--- src/hw/status_byte_pkg.sv ---
// Shared constants and carrier types for the status byte encoder
`default_nettype none
package status_byte_pkg;
    // Timing
    localparam int CLK_PERIOD_NS   = 8;
    localparam int TICK_PERIOD_NS  = 1_000_000_000;
    localparam int TICK_CYCLES     = TICK_PERIOD_NS / CLK_PERIOD_NS;
    localparam int STALE_TIME_S    = 10;
    localparam int STATIC_TIME_S   = 60;
    localparam int AVG_LONG_S      = 10;
    localparam int TIMER_W         = 8;
    localparam int TICK_W          = 27;

    // Fill code
    localparam int FILL_W          = 3;
    localparam int FILL_STEPS      = 8;
    localparam int FILL_FRAC_SHIFT = 3;

    // General status byte layout
    localparam int GEN_MALF_BIT    = 0;
    localparam int GEN_FILL_LSB    = 1;
    localparam int GEN_STATIC_BIT  = 5;
    localparam int GEN_HCRIT_BIT   = 6;
    localparam int GEN_HON_BIT     = 7;

    // Interpreter operating status layout
    localparam int OPS_FILL_LSB    = 1;
    localparam int OPS_HCRIT_BIT   = 5;
    localparam int OPS_HON_BIT     = 6;

    // Interpreter error status layout
    localparam int ERR_MALF_BIT    = 0;
    localparam int ERR_STATIC_BIT  = 1;

    localparam logic [7:0] STATUS_RESET = 8'h00;

    typedef struct packed {
        logic [7:0] general_status_byte;
        logic [7:0] interpreter_operating_status;
        logic [7:0] interpreter_error_status;
    } status_bytes_s;

    typedef struct packed {
        logic [TIMER_W-1:0] count;
        logic               expired;
    } timer_state_s;
endpackage
`default_nettype wire

--- src/hw/persistence_timer.sv ---
// Counts whole one-second ticks while a condition holds; flags once the limit is reached
`default_nettype none
module persistence_timer #(
    parameter int LIMIT = 10
) (
    // Clock and reset
    input  wire logic clk_i,
    input  wire logic rst_b_i,
    // Condition
    input  wire logic tick_i,
    input  wire logic hold_i,
    output logic      expired_o
);
    localparam logic [status_byte_pkg::TIMER_W-1:0] LIMIT_C = status_byte_pkg::TIMER_W'(LIMIT);

    status_byte_pkg::timer_state_s st_r;
    status_byte_pkg::timer_state_s st_nxt;

    always_comb begin
        st_nxt = st_r;
        if (!hold_i) begin
            st_nxt.count = '0;
        end else if (tick_i && (st_r.count != LIMIT_C)) begin
            // Saturates so a lasting fault never wraps back to healthy
            st_nxt.count = st_r.count + 1'b1;
        end
        st_nxt.expired = hold_i && (st_nxt.count == LIMIT_C);
    end

    always_ff @(posedge clk_i) begin
        if (!rst_b_i) begin
            st_r <= '0;
        end else begin
            st_r <= st_nxt;
        end
    end

    assign expired_o = st_r.expired;
endmodule
`default_nettype wire

--- src/hw/fill_code_encoder.sv ---
// Maps averaging-buffer occupancy onto an eighths code
`default_nettype none
module fill_code_encoder #(
    parameter int CNT_W = 16
) (
    // Occupancy
    input  wire logic [CNT_W-1:0]                   count_i,
    input  wire logic [CNT_W-1:0]                   depth_i,
    output logic      [status_byte_pkg::FILL_W-1:0] code_o
);
    localparam int EXT_W = CNT_W + status_byte_pkg::FILL_FRAC_SHIFT;

    logic [EXT_W-1:0] scaled;

    always_comb begin
        scaled = {count_i, {status_byte_pkg::FILL_FRAC_SHIFT{1'b0}}};
        code_o = '0;
        // Code n once count/depth exceeds n/8; highest passing step wins
        for (int n = 1; n < status_byte_pkg::FILL_STEPS; n++) begin
            if (scaled > (EXT_W'(n) * EXT_W'(depth_i))) begin
                code_o = status_byte_pkg::FILL_W'(n);
            end
        end
    end
endmodule
`default_nettype wire

--- src/hw/status_byte_encoder.sv ---
// Builds the general, operating and error status bytes from measurement and heating state
`default_nettype none
// What this block does
// - General byte: malfunction b0, fill b1-3, zero b4, static b5, criterion b6, heating b7.
// - Averaging under ten seconds: malfunction after ten seconds without a new value.
// - Averaging ten seconds or more: malfunction when buffer holds under half expected values.
// - Fill code n means occupancy above n/8 up to (n+1)/8.
// - Static malfunction once a persistent fault lasts longer than one minute.
// - Heating criterion bit follows the current switch-on condition.
// - Heating-on bit follows the actual heating output.
// - Operating byte: zero b0, fill b1-3, zero b4, criterion b5, heating b6, zero b7.
// - Error byte: general malfunction b0, static malfunction b1, upper bits zero.
module status_byte_encoder #(
    parameter int CNT_W       = 16,
    parameter int AVG_W       = 16,
    parameter int TICK_CYCLES = status_byte_pkg::TICK_CYCLES
) (
    // Clock and reset
    input  wire logic             clk_i,
    input  wire logic             rst_b_i,
    // Measurement state
    input  wire logic             new_value_i,
    input  wire logic [AVG_W-1:0] averaging_time_setting_i,
    input  wire logic [CNT_W-1:0] buffer_count_i,
    input  wire logic [CNT_W-1:0] buffer_depth_i,
    input  wire logic             virtual_temperature_fault_i,
    // Heating state
    input  wire logic             heat_criterion_i,
    input  wire logic             heating_on_i,
    // Status bytes
    output logic      [7:0]       general_status_byte_o,
    output logic      [7:0]       interpreter_operating_status_o,
    output logic      [7:0]       interpreter_error_status_o,
    output logic                  status_changed_o,
    output logic                  second_tick_o
);
    localparam int TICK_W = status_byte_pkg::TICK_W;
    localparam logic [TICK_W-1:0] TICK_LAST = TICK_W'(TICK_CYCLES - 1);

    typedef struct packed {
        status_byte_pkg::status_bytes_s bytes;
        logic                           changed;
        logic [TICK_W-1:0]              prescale;
        logic                           tick;
    } enc_state_s;

    enc_state_s st_r;
    enc_state_s st_nxt;

    logic [status_byte_pkg::FILL_W-1:0] fill_code;
    logic                               stale;
    logic                               static_fault;
    logic                               short_buffer;
    logic                               general_malf;
    logic                               persistent;

    fill_code_encoder #(
        .CNT_W(CNT_W)
    ) u_fill (
        .count_i (buffer_count_i),
        .depth_i (buffer_depth_i),
        .code_o  (fill_code)
    );

    // A value arriving clears the span; ten whole ticks without one means stale
    persistence_timer #(
        .LIMIT(status_byte_pkg::STALE_TIME_S)
    ) u_stale (
        .clk_i     (clk_i),
        .rst_b_i   (rst_b_i),
        .tick_i    (st_r.tick),
        .hold_i    (!new_value_i),
        .expired_o (stale)
    );

    // One tick more than the span so the fault has lasted strictly over a minute
    persistence_timer #(
        .LIMIT(status_byte_pkg::STATIC_TIME_S + 1)
    ) u_static (
        .clk_i     (clk_i),
        .rst_b_i   (rst_b_i),
        .tick_i    (st_r.tick),
        .hold_i    (persistent),
        .expired_o (static_fault)
    );

    always_comb begin
        st_nxt = st_r;

        // One-second prescaler shared by both timers
        st_nxt.tick = (st_r.prescale == TICK_LAST);
        if (st_nxt.tick) begin
            st_nxt.prescale = '0;
        end else begin
            st_nxt.prescale = st_r.prescale + 1'b1;
        end

        // Expected values at one per second equal the averaging time in seconds
        short_buffer = ((32'(buffer_count_i) << 1) < 32'(averaging_time_setting_i));
        if (32'(averaging_time_setting_i) < status_byte_pkg::AVG_LONG_S) begin
            general_malf = stale;
        end else begin
            general_malf = short_buffer;
        end
        // Losing measured values counts as a persistent fault as well
        persistent = virtual_temperature_fault_i || stale;

        st_nxt.bytes.general_status_byte = status_byte_pkg::STATUS_RESET;
        st_nxt.bytes.general_status_byte[status_byte_pkg::GEN_MALF_BIT] = general_malf;
        st_nxt.bytes.general_status_byte[status_byte_pkg::GEN_FILL_LSB +: status_byte_pkg::FILL_W] =
            fill_code;
        st_nxt.bytes.general_status_byte[status_byte_pkg::GEN_STATIC_BIT] = static_fault;
        st_nxt.bytes.general_status_byte[status_byte_pkg::GEN_HCRIT_BIT] = heat_criterion_i;
        st_nxt.bytes.general_status_byte[status_byte_pkg::GEN_HON_BIT] = heating_on_i;

        st_nxt.bytes.interpreter_operating_status = status_byte_pkg::STATUS_RESET;
        st_nxt.bytes.interpreter_operating_status[status_byte_pkg::OPS_FILL_LSB +: status_byte_pkg::FILL_W] =
            fill_code;
        st_nxt.bytes.interpreter_operating_status[status_byte_pkg::OPS_HCRIT_BIT] = heat_criterion_i;
        st_nxt.bytes.interpreter_operating_status[status_byte_pkg::OPS_HON_BIT] = heating_on_i;

        st_nxt.bytes.interpreter_error_status = status_byte_pkg::STATUS_RESET;
        st_nxt.bytes.interpreter_error_status[status_byte_pkg::ERR_MALF_BIT] = general_malf;
        st_nxt.bytes.interpreter_error_status[status_byte_pkg::ERR_STATIC_BIT] = static_fault;

        // Lets the telegram side resend only when something moved
        st_nxt.changed = (st_nxt.bytes != st_r.bytes);
    end

    always_ff @(posedge clk_i) begin
        if (!rst_b_i) begin
            st_r <= '0;
        end else begin
            st_r <= st_nxt;
        end
    end

    assign general_status_byte_o          = st_r.bytes.general_status_byte;
    assign interpreter_operating_status_o = st_r.bytes.interpreter_operating_status;
    assign interpreter_error_status_o     = st_r.bytes.interpreter_error_status;
    assign status_changed_o               = st_r.changed;
    assign second_tick_o                  = st_r.tick;
endmodule
`default_nettype wire

--- config.mk ---
export PLATFORM = sky130hd
export DESIGN_NAME = status_byte_encoder
export DESIGN_NICKNAME = d
export VERILOG_FILES = /design/src/hw/status_byte_pkg.sv /design/src/hw/persistence_timer.sv /design/src/hw/fill_code_encoder.sv /design/src/hw/status_byte_encoder.sv
export SDC_FILE = /design/constraint.sdc
export NUM_CORES = 1
export LEC_CHECK = 0
export BUFFER_PORTS_ARGS = -buffer_cell sky130_fd_sc_hd__buf_4
export CORE_MARGIN = 3
export CORE_UTILIZATION = 62
export CTS_CLUSTER_SIZE = 16
export DETAILED_ROUTE_END_ITERATION = 16
export PLACE_DENSITY = 0.83
export SKIP_CTS_REPAIR_TIMING = 1
export SLEW_MARGIN = 20
export SYNTH_ARGS = -nofsm -noshare
export SYNTH_HDL_FRONTEND = slang
export SYNTH_SLANG_ARGS = --single-unit
--- constraint.sdc ---
create_clock -name clk_i -period 7.1 [get_ports clk_i]
set_input_delay 1.065 -clock clk_i [delete_from_list [all_inputs] [get_ports clk_i]]
set_output_delay 1.065 -clock clk_i [all_outputs]
set_load 0.005 [all_outputs]
==> impl_metrics.tcl, run 1 <==
set metrics [dict create \
    r2r_slack_ps 4660 \
    status "complete, no violations" \
    finalSetupViolations 0 \
    ir_drop_uv 91.1 \
    dieWidth_um 120 \
    cap_violations 0 \
    io_pins 80 \
    rows 40 \
    fin_setup_tns_ps 0 \
    period_minus_slack_ps 6080 \
    vias 7242 \
    fin_ws_ps 1020 \
    synth_top_area_share_pct 28.6 \
    nets 1280 \
    track_usage_pct 25.6 \
    synth_edf_count 0 \
    timing.fmax_mhz 164 \
    yosys-top-cells-count "ha_1, nor2_1, inv_1" \
    drt_iter0_drc 477 \
    fill_cells 1001 \
    grt_max_degree 28 \
    timing.critical_path.buf_inv 2 \
    synthTopCellsByArea "ha_1, dfxtp_1, xor2_1" \
    arrival_ps 6220 \
    clock_latency_ps 300 \
    p_comb_share_pct 55.6 \
    cp_top_family "compound AO/OA/AOI/OAI gates" \
    ant_nets 0 \
    p_sw_share_pct 39.7 \
    initial_core_util_pct 65.1 \
    endpoint_kind "flip-flop" \
    final_hold_viol_count 0 \
    reg2reg_to "st_r[20]" \
    yosysMostFrequentCell "ha_1" \
    pre_cts_ws_ps 746 \
    leakage_nw 4.08 \
    htree_levels 2 \
    p_int_mw 0.774 \
    grt_overflow 0 \
    areaGrowthSynthToFinish_pct 8.55 \
    async_flop_share_pct 0 \
    cp_num_cells 25 \
    drc 0 \
    drive_above_1_share_pct 10.2 \
    ys.flop_type "dfxtp_1" \
    routedWlPerCell_um 15.6 \
    hold_ws_ps 465 \
    cts_root_buf "clkbuf_16" \
    regArea_um2 1080 \
    period_share_pct 85.7 \
    yosys.cell_types.count 77 \
    cp-endpoint "status_changed_o" \
    seqPwrFrac_pct 24.7 \
    reg2reg_depth 5 \
    cts_tree "built" \
    clock_path_buffers 2 \
    ys_warn_count 0 \
    tightest_slew_ps 971 \
    path_class "input pin to flip-flop" \
    via_per_inst 6.07 \
    synth_top_area_cell "ha_1" \
    multiInputGateArea_um2 6490 \
    routabilityCongestion 0.903 \
    grt_antenna_before_repair 0 \
    maxSlewViolCount 0 \
    dieArea_um2 14400 \
    crit_path_max_fanout 8 \
    switchingPower_mw 0.510 \
    worstSetupStartpointType "input pin" \
    core_um2 12400 \
    drtPass1Iterations 5 \
    p_clk_share_pct 19.7 \
    synthCells 970 \
    synth-seq-cells 54 \
    cp_slowest_cell "fa_1" \
    slew_headroom_pct 35.2 \
    cts_buffers 5 \
    finalWirelength_um 18600 \
    power-per-cell-area_nw_per_um2 147 \
    synth_area_per_cell_um2 8.29 \
    path_clk_slew_ps 70 \
    place_hpwl_um 15500 \
    grt_pass1_vias 6978 \
    syn_area_um2 8040 \
    port_buffers 69 \
    reg2reg_from "st_r[7]" \
    total_power_mw 1.28 \
    die_h_um 120 \
    clock_skew_ps 8.24 \
    cts_sinks 54 \
    rsz0062_at_grt "no" \
    cp.required_ps 7240 \
    diodes 0 \
    hold_path_class "flip-flop to flip-flop" \
    seq_area_frac_synth_pct 13.4 \
    critPathLaunch "buffer_depth_i[0]" \
    grt_pass1_wl_um 31000 \
    max_stage_delay_ps 550 \
]
-- cell usage in the layout, fill, tap and decap left out, types with 13 or more instances in the layout --
master	n
o21ai_0	46
fa_1	18
nor2_1	78
nor3_1	19
xnor2_1	31
nand2b_1	16
and3_1	17
dfxtp_1	54
ha_1	184
nor2b_1	13
nand2_1	41
nand3_1	38
a21oi_1	66
nand4_1	25
buf_4	69
xor2_1	44
inv_1	72
nor4_1	16
a21o_1	25
-- state kept, by name, indices dropped and copies added, names as in the netlist --
register and cells:
u_stale.st_r 8, st_r 27, u_stale.expired_o 1, second_tick_o 1
u_static.st_r 8, general_status_byte_o 7, u_static.expired_o 1, status_changed_o 1
-- through the flow --
stage | util [%] | cells | area [um2]
floorplan | - | 979 | 8080
global placement | 69.4 | 1185 | 8580
detailed placement | 69.4 | 1185 | 8580
CTS | 70.6 | 1193 | 8730
global route | 70.6 | 1193 | 8730
finish | 70.6 | 1193 | 8730
-- kinds of logic (layout without fill, tap and decap cells) --
logic type,after synthesis,after routing,synth area share [%]
AOI/OAI and AO/OA,230,230,19.0
xor gates and xnor gates,75,75,8.17
adders and majority gates,202,202,33.1
buffers and inverters,104,150,6.27
DFF,54,54,13.4
other,1,10,0.0466
and+or+nand+nor,304,304,20.0
-- routing by layer --
layer,GRT usage [%],share of wire [%],up-vias
li1,-,-,3642
met1,33.1,45,3358
met2,45.3,48,200
met3,2.26,4.4,42
met4,7.87,2.6,0
met5,0,0,-
-- worst min path at each step --
| stage | cells past startpoint | start | to |
|---|---|---|---|
| after floorplan | 1 | st_r[1] | st_r[1] |
| after detailed placement | 1 | st_r[1] | st_r[1] |
| after global routing | 1 | st_r[1] | st_r[1] |
| after global placement | 1 | st_r[1] | st_r[1] |
| after CTS | 1 | st_r[1] | st_r[1] |
| final | 1 | st_r[1] | st_r[1] |
-- final cells by class --
type / instances / area share [%]
Inverter: 73 / 3.14
Sequential cell: 54 / 12.4
Tap cell: 168 / 2.41
Timing Repair Buffer: 69 / 5.93
Clock buffer: 6 / 1.59
Multi-Input combinational cell: 821 / 74.4
Clock inverter: 2 / 0.201
-- power by group through the flow --
stage	clock [mW]	sequential, mW	combinational (mW)
after global placement	0	0.324	0.686
final	0.254	0.317	0.714
after detailed placement	0	0.324	0.708
after CTS	0.258	0.317	0.712
after floorplan	0	0.322	0.534
after global routing	0.268	0.318	0.812
Power figures use the tool's default switching activity.
==> inputs of run 2 (changes only) <==
BUFFER_PORTS_ARGS = unset   (was -buffer_cell sky130_fd_sc_hd__buf_4)
CORE_UTILIZATION = 67   (was 62)
DONT_BUFFER_PORTS = 1   (was unset)
REMOVE_ABC_BUFFERS = 1   (was unset)
==> run 2 against run 1 <==
  * Fmax rose by 3.0%
  * Non-clock buffer count fell by 69
  * Worst hold slack improved by 16 ps
==> impl_metrics.tcl, run 2 (synthesis results as in run 1) <==
set metrics [dict create \
    grt_antenna_before_repair 0 \
    placed_cell_area_um2 8030 \
    leakage_nw 3.74 \
    reg2reg_from "st_r[7]" \
    min_to "general_status_byte_o[5]" \
    finalWirelength_um 18600 \
    regArea_um2 1080 \
    reg2reg_to "st_r[22]" \
    cts_root_buf "clkbuf_16" \
    port_buffers 0 \
    ant_nets 0 \
    cap_violations 0 \
    r2r_slack_ps 4580 \
    reg_top3 "st_r (27), u_stale.st_r (8), u_static.st_r (8)" \
    cts_sinks 54 \
    place_hpwl_um 15500 \
    hold_ws_ps 481 \
    initial_core_util_pct 69.6 \
    timing.fmax_mhz 169 \
    cts_tree "built" \
    slew_headroom_pct 32.6 \
    die_h_um 116 \
    grt_pass1_wl_um 31000 \
    areaGrowthSynthToFinish_pct 1.51 \
    status "complete, no violations" \
    drtPass1Iterations 5 \
    via_per_inst 6.38 \
    fill_cells 956 \
    drive_above_1_share_pct 3.66 \
    tightest_slew_ps 1010 \
    htree_levels 2 \
    diodes 0 \
    ir_drop_uv 97.8 \
    worstHoldStart "u_static.expired_o" \
    period_share_pct 83.2 \
    clock_path_buffers 2 \
    dieWidth_um 116 \
    largest_reg_flops 27 \
    nets 1211 \
    rsz0062_at_grt "no" \
    regMostFlops "st_r" \
    hold_path_class "flip-flop to flip-flop" \
    routabilityCongestion 0.950 \
    holdPathStages 1 \
    power-per-cell-area_nw_per_um2 147 \
    reg2reg_depth 5 \
    drt_iter0_drc 362 \
    path_clk_slew_ps 70 \
    core_um2 11600 \
    place_inst 1091 \
    worstSetupStartpointType "input pin" \
    dieArea_um2 13400 \
    io_pins 80 \
    rows 39 \
    final_cell_count_no_fill 1098 \
    fin_setup_tns_ps 0 \
    total_power_mw 1.20 \
    layout_commonest_cell "ha_1" \
    track_usage_pct 28.1 \
    grt_pass1_vias 6870 \
    drc 0 \
    cp.required_ps 7260 \
    final_cell_mix "ha_1, nor2_1, inv_1" \
    grt_max_degree 28 \
    grt_overflow 0 \
    cts_buffers 5 \
    period_minus_slack_ps 5910 \
    finalSetupViolations 0 \
    multiInputGateArea_um2 6490 \
    vias 7005 \
    endpoint_kind "flip-flop" \
    fin_area_um2 8170 \
    arrival_ps 6070 \
    crit_path_max_fanout 8 \
    maxSlewViolCount 0 \
    path_class "input pin to flip-flop" \
    clock_latency_ps 300 \
    final_hold_viol_count 0 \
    clock_skew_ps 3.30 \
    routedWlPerCell_um 17.0 \
]
-- run 2: changes by cell type in the layout (fill, tap and decap cells not counted) --
cell      change
buf_4        -69
clkinv_4      -2
clkbuf_8      -1
inv_6         +1
clkinv_2      +1
-- run 2: power by group --
group,leakage [nW],switching [mW],internal [mW]
clock,0.0701,0.110,0.129
combinational,3.23,0.349,0.292
sequential,0.438,0.00970,0.310
total,3.74,0.468,0.731
-- run 2: per-layer routing --
| metal | wire, um | global-route usage [%] | vias to the layer above |
|---|---|---|---|
| met4 | 672 | 11.0 | 0 |
| met1 | 7780 | 33.1 | 3298 |
| li1 | - | - | 3492 |
| met2 | 9060 | 50.9 | 169 |
| met3 | 1140 | 4.13 | 46 |
| met5 | 0 | 0 | - |
-- run 2: worst max-delay path by stage --
stage | startpoint | to | slack (ps) | cells past startpoint
2_1_floorplan | buffer_depth_i[0] | status_changed_o | 1470 | 24
3_3_place_gp | buffer_depth_i[0] | status_changed_o | 1100 | 24
3_5_place_dp | buffer_depth_i[0] | status_changed_o | 940 | 24
4_1_cts | buffer_depth_i[0] | status_changed_o | 1240 | 24
5_1_grt | buffer_depth_i[0] | status_changed_o | 800 | 24
6_report | buffer_depth_i[0] | status_changed_o | 1190 | 24
-- run 2: area by class of cell --
cell class | count | area share (%)
sequential | 54 | 13.2
clock inverter | 2 | 0.169
inverter | 73 | 3.36
tap | 143 | 2.19
multi-input combinational | 821 | 79.5
clock buffer | 5 | 1.53
-- run 2: per-stage QoR --
step,utilization [%],worst slack [ps]
global placement,69.4,1100
global route,70.6,804
detailed placement,69.4,942
floorplan,-,1470
CTS,70.6,1240
finish,70.6,1190
-- run 2: worst max-delay path, stage by stage --
cell      delay, ps
fa_1            530
ha_1            180
inv_1            60
fa_1            400
nor2b_1         130
o21ai_1         100
a21oi_1         190
o21ai_1         100
a21oi_1         190
o21ai_1         100
a21o_1          200
a31oi_1         220
a311o_1         250
xnor2_1         130
ha_1            260
a21o_1          180
a21o_1          170
a21oi_1         130
o21ai_0         130
o31ai_2         520
o311ai_0        270
o211ai_2        240
xor2_1          200
a41oi_2         120
==> inputs of run 3 (changes only) <==
clock period = 6 ns   (was 7.1 ns; I/O delays follow)
==> run 3 against run 2 <==
  * Sequential share of layout area shrank 0.069 points
  * Critical path depth is the same
  * Non-clock buffer count grew 1
  * Worst setup slack lost 670 ps
  * Sequential power grew 18%
  * Via count shrank 0.40%
  * Final area grew 0.52%
  * Total power grew 23%
  * Routed wire length shrank 1.2%
  * Largest cell class unchanged
  * Largest power group unchanged
  * Highest routed layer unchanged
  * Cell count grew 0.18%
==> impl_metrics.tcl, run 3 (synthesis results as in run 1) <==
set metrics [dict create \
    status "complete, no violations" \
    layout_commonest_cell "ha_1" \
    port_buffers 0 \
    leakage_nw 3.75 \
    cp.required_ps 6150 \
    final_cell_mix "ha_1, nor2_1, inv_1" \
    reg_top3 "st_r (27), u_stale.st_r (8), u_static.st_r (8)" \
    dieWidth_um 116 \
    io_pins 80 \
    drive_above_1_share_pct 3.87 \
    placed_cell_area_um2 8030 \
    areaGrowthSynthToFinish_pct 2.04 \
    worstSetupStartpointType "input pin" \
    nets 1212 \
    ir_drop_uv 128 \
    cap_violations 0 \
    finalWirelength_um 18400 \
    final_hold_viol_count 0 \
    finalSetupViolations 0 \
    clock_skew_ps 3.27 \
    diodes 0 \
    cp_cell_sequence "fa_1, ha_1, inv_1, fa_1, nor2b_1, o21ai_1, a21oi_1, o21ai_1, a21oi_1, o21ai_1, a21o_1, a31oi_1, a311o_1, xnor2_1, ha_1, a21o_1, a21o_1, a21oi_1, o21ai_0, o31ai_2, o311ai_0, o211ai_2, xor2_1, a41oi_2" \
    dieArea_um2 13400 \
    cts_sinks 54 \
    grt_pass1_wl_um 31100 \
    drt_iter0_drc 379 \
    top_layer "met4" \
    track_usage_pct 28.2 \
    endpoint_kind "flip-flop" \
    grt_max_degree 28 \
    timing.critical_path.buf_inv 1 \
    grt_antenna_before_repair 0 \
    routedWlPerCell_um 16.7 \
    period_minus_slack_ps 5480 \
    maxSlewViolCount 0 \
    die_h_um 116 \
    grt_pass1_vias 6877 \
    cts_tree "built" \
    drc 0 \
    cp_slowest_cell "fa_1" \
    regArea_um2 1080 \
    ant_nets 0 \
    r2r_slack_ps 3570 \
    period_share_pct 91.3 \
    clock_latency_ps 290 \
    tightest_slew_ps 997 \
    timing.fmax_mhz 183 \
    power-per-cell-area_nw_per_um2 180 \
    via_per_inst 6.34 \
    multiInputGateArea_um2 6490 \
    hold_path_class "flip-flop to flip-flop" \
    htree_levels 2 \
    routed-wl-met3_um 1060 \
    path_class "input pin to flip-flop" \
    arrival_ps 5620 \
    final_cell_count_no_fill 1100 \
    max_stage_delay_ps 530 \
    cp_top_family "compound AO/OA/AOI/OAI gates" \
    wl_met2_um 8960 \
    rsz0062_at_grt "no" \
    fin_setup_tns_ps 0 \
    crit_path_max_fanout 8 \
    path_clk_slew_ps 70 \
    cts_root_buf "clkbuf_16" \
    drtPass1Iterations 6 \
    vias 6977 \
    largest_reg_flops 27 \
    slew_headroom_pct 33.5 \
    regMostFlops "st_r" \
    drt-met1-wl_um 7840 \
    fin_area_um2 8210 \
    cts_buffers 5 \
    routabilityCongestion 0.928 \
    core_um2 11600 \
    grt_overflow 0 \
    fill_cells 934 \
    initial_core_util_pct 69.6 \
    place_hpwl_um 15400 \
    place_inst 1092 \
    clock_path_buffers 2 \
    rows 39 \
]
[run 3: cell types whose count changed in the layout (fill, tap and decap cells not counted), sizes merged]
cell,delta
clkinv,-1
clkinvlp,+1
buf,+1
bufinv,+1
[run 3: layer usage]
metal	track usage (%)	vias to the layer above
met5	0	-
met4	9.23	0
met3	3.34	46
met2	51.3	188
met1	34.4	3256
li1	-	3487
[run 3: final timing paths]
kind	startpoint	to	cells past startpoint
max	buffer_depth_i[0]	status_changed_o	24
min	st_r[1]	st_r[1]	1
max reg2reg	st_r[10]	st_r[13]	5
min reg2reg	st_r[1]	st_r[1]	1
[run 3: power by group]
part           total [mW]  internal (mW)  switching [mW]
logic               0.764          0.351           0.413
clock network       0.336          0.200           0.136
registers           0.378          0.367          0.0114
total                1.48          0.917           0.561
[run 3: layout make-up]
| type | instances | share of cell area (%) |
|---|---|---|
| clock inverter | 3 | 0.595 |
| clock buffer | 5 | 1.52 |
| multi-input combinational | 821 | 79.1 |
| timing repair buffer | 1 | 0.0915 |
| sequential | 54 | 13.2 |
| tap | 143 | 2.18 |
| inverter | 73 | 3.34 |
[run 3: metrics by stage]
step           power (mW)  setup slack, ps  utilization (%)  hold slack [ps]
4_1_cts              1.48              539             71.0              487
5_1_grt              1.61              136             71.0              500
3_5_place_dp         1.14              258             69.5              469
3_3_place_gp         1.12              395             69.5              444
2_1_floorplan       0.988              539                -              430
6_report             1.48              522             71.0              480
[run 3: worst register-to-register path, stage by stage (launching register included)]
cell      delay (ps)
dfxtp_1          340
or4b_2           680
nor3_1           170
and3_1           180
nand2b_1         770
nor2_1           130
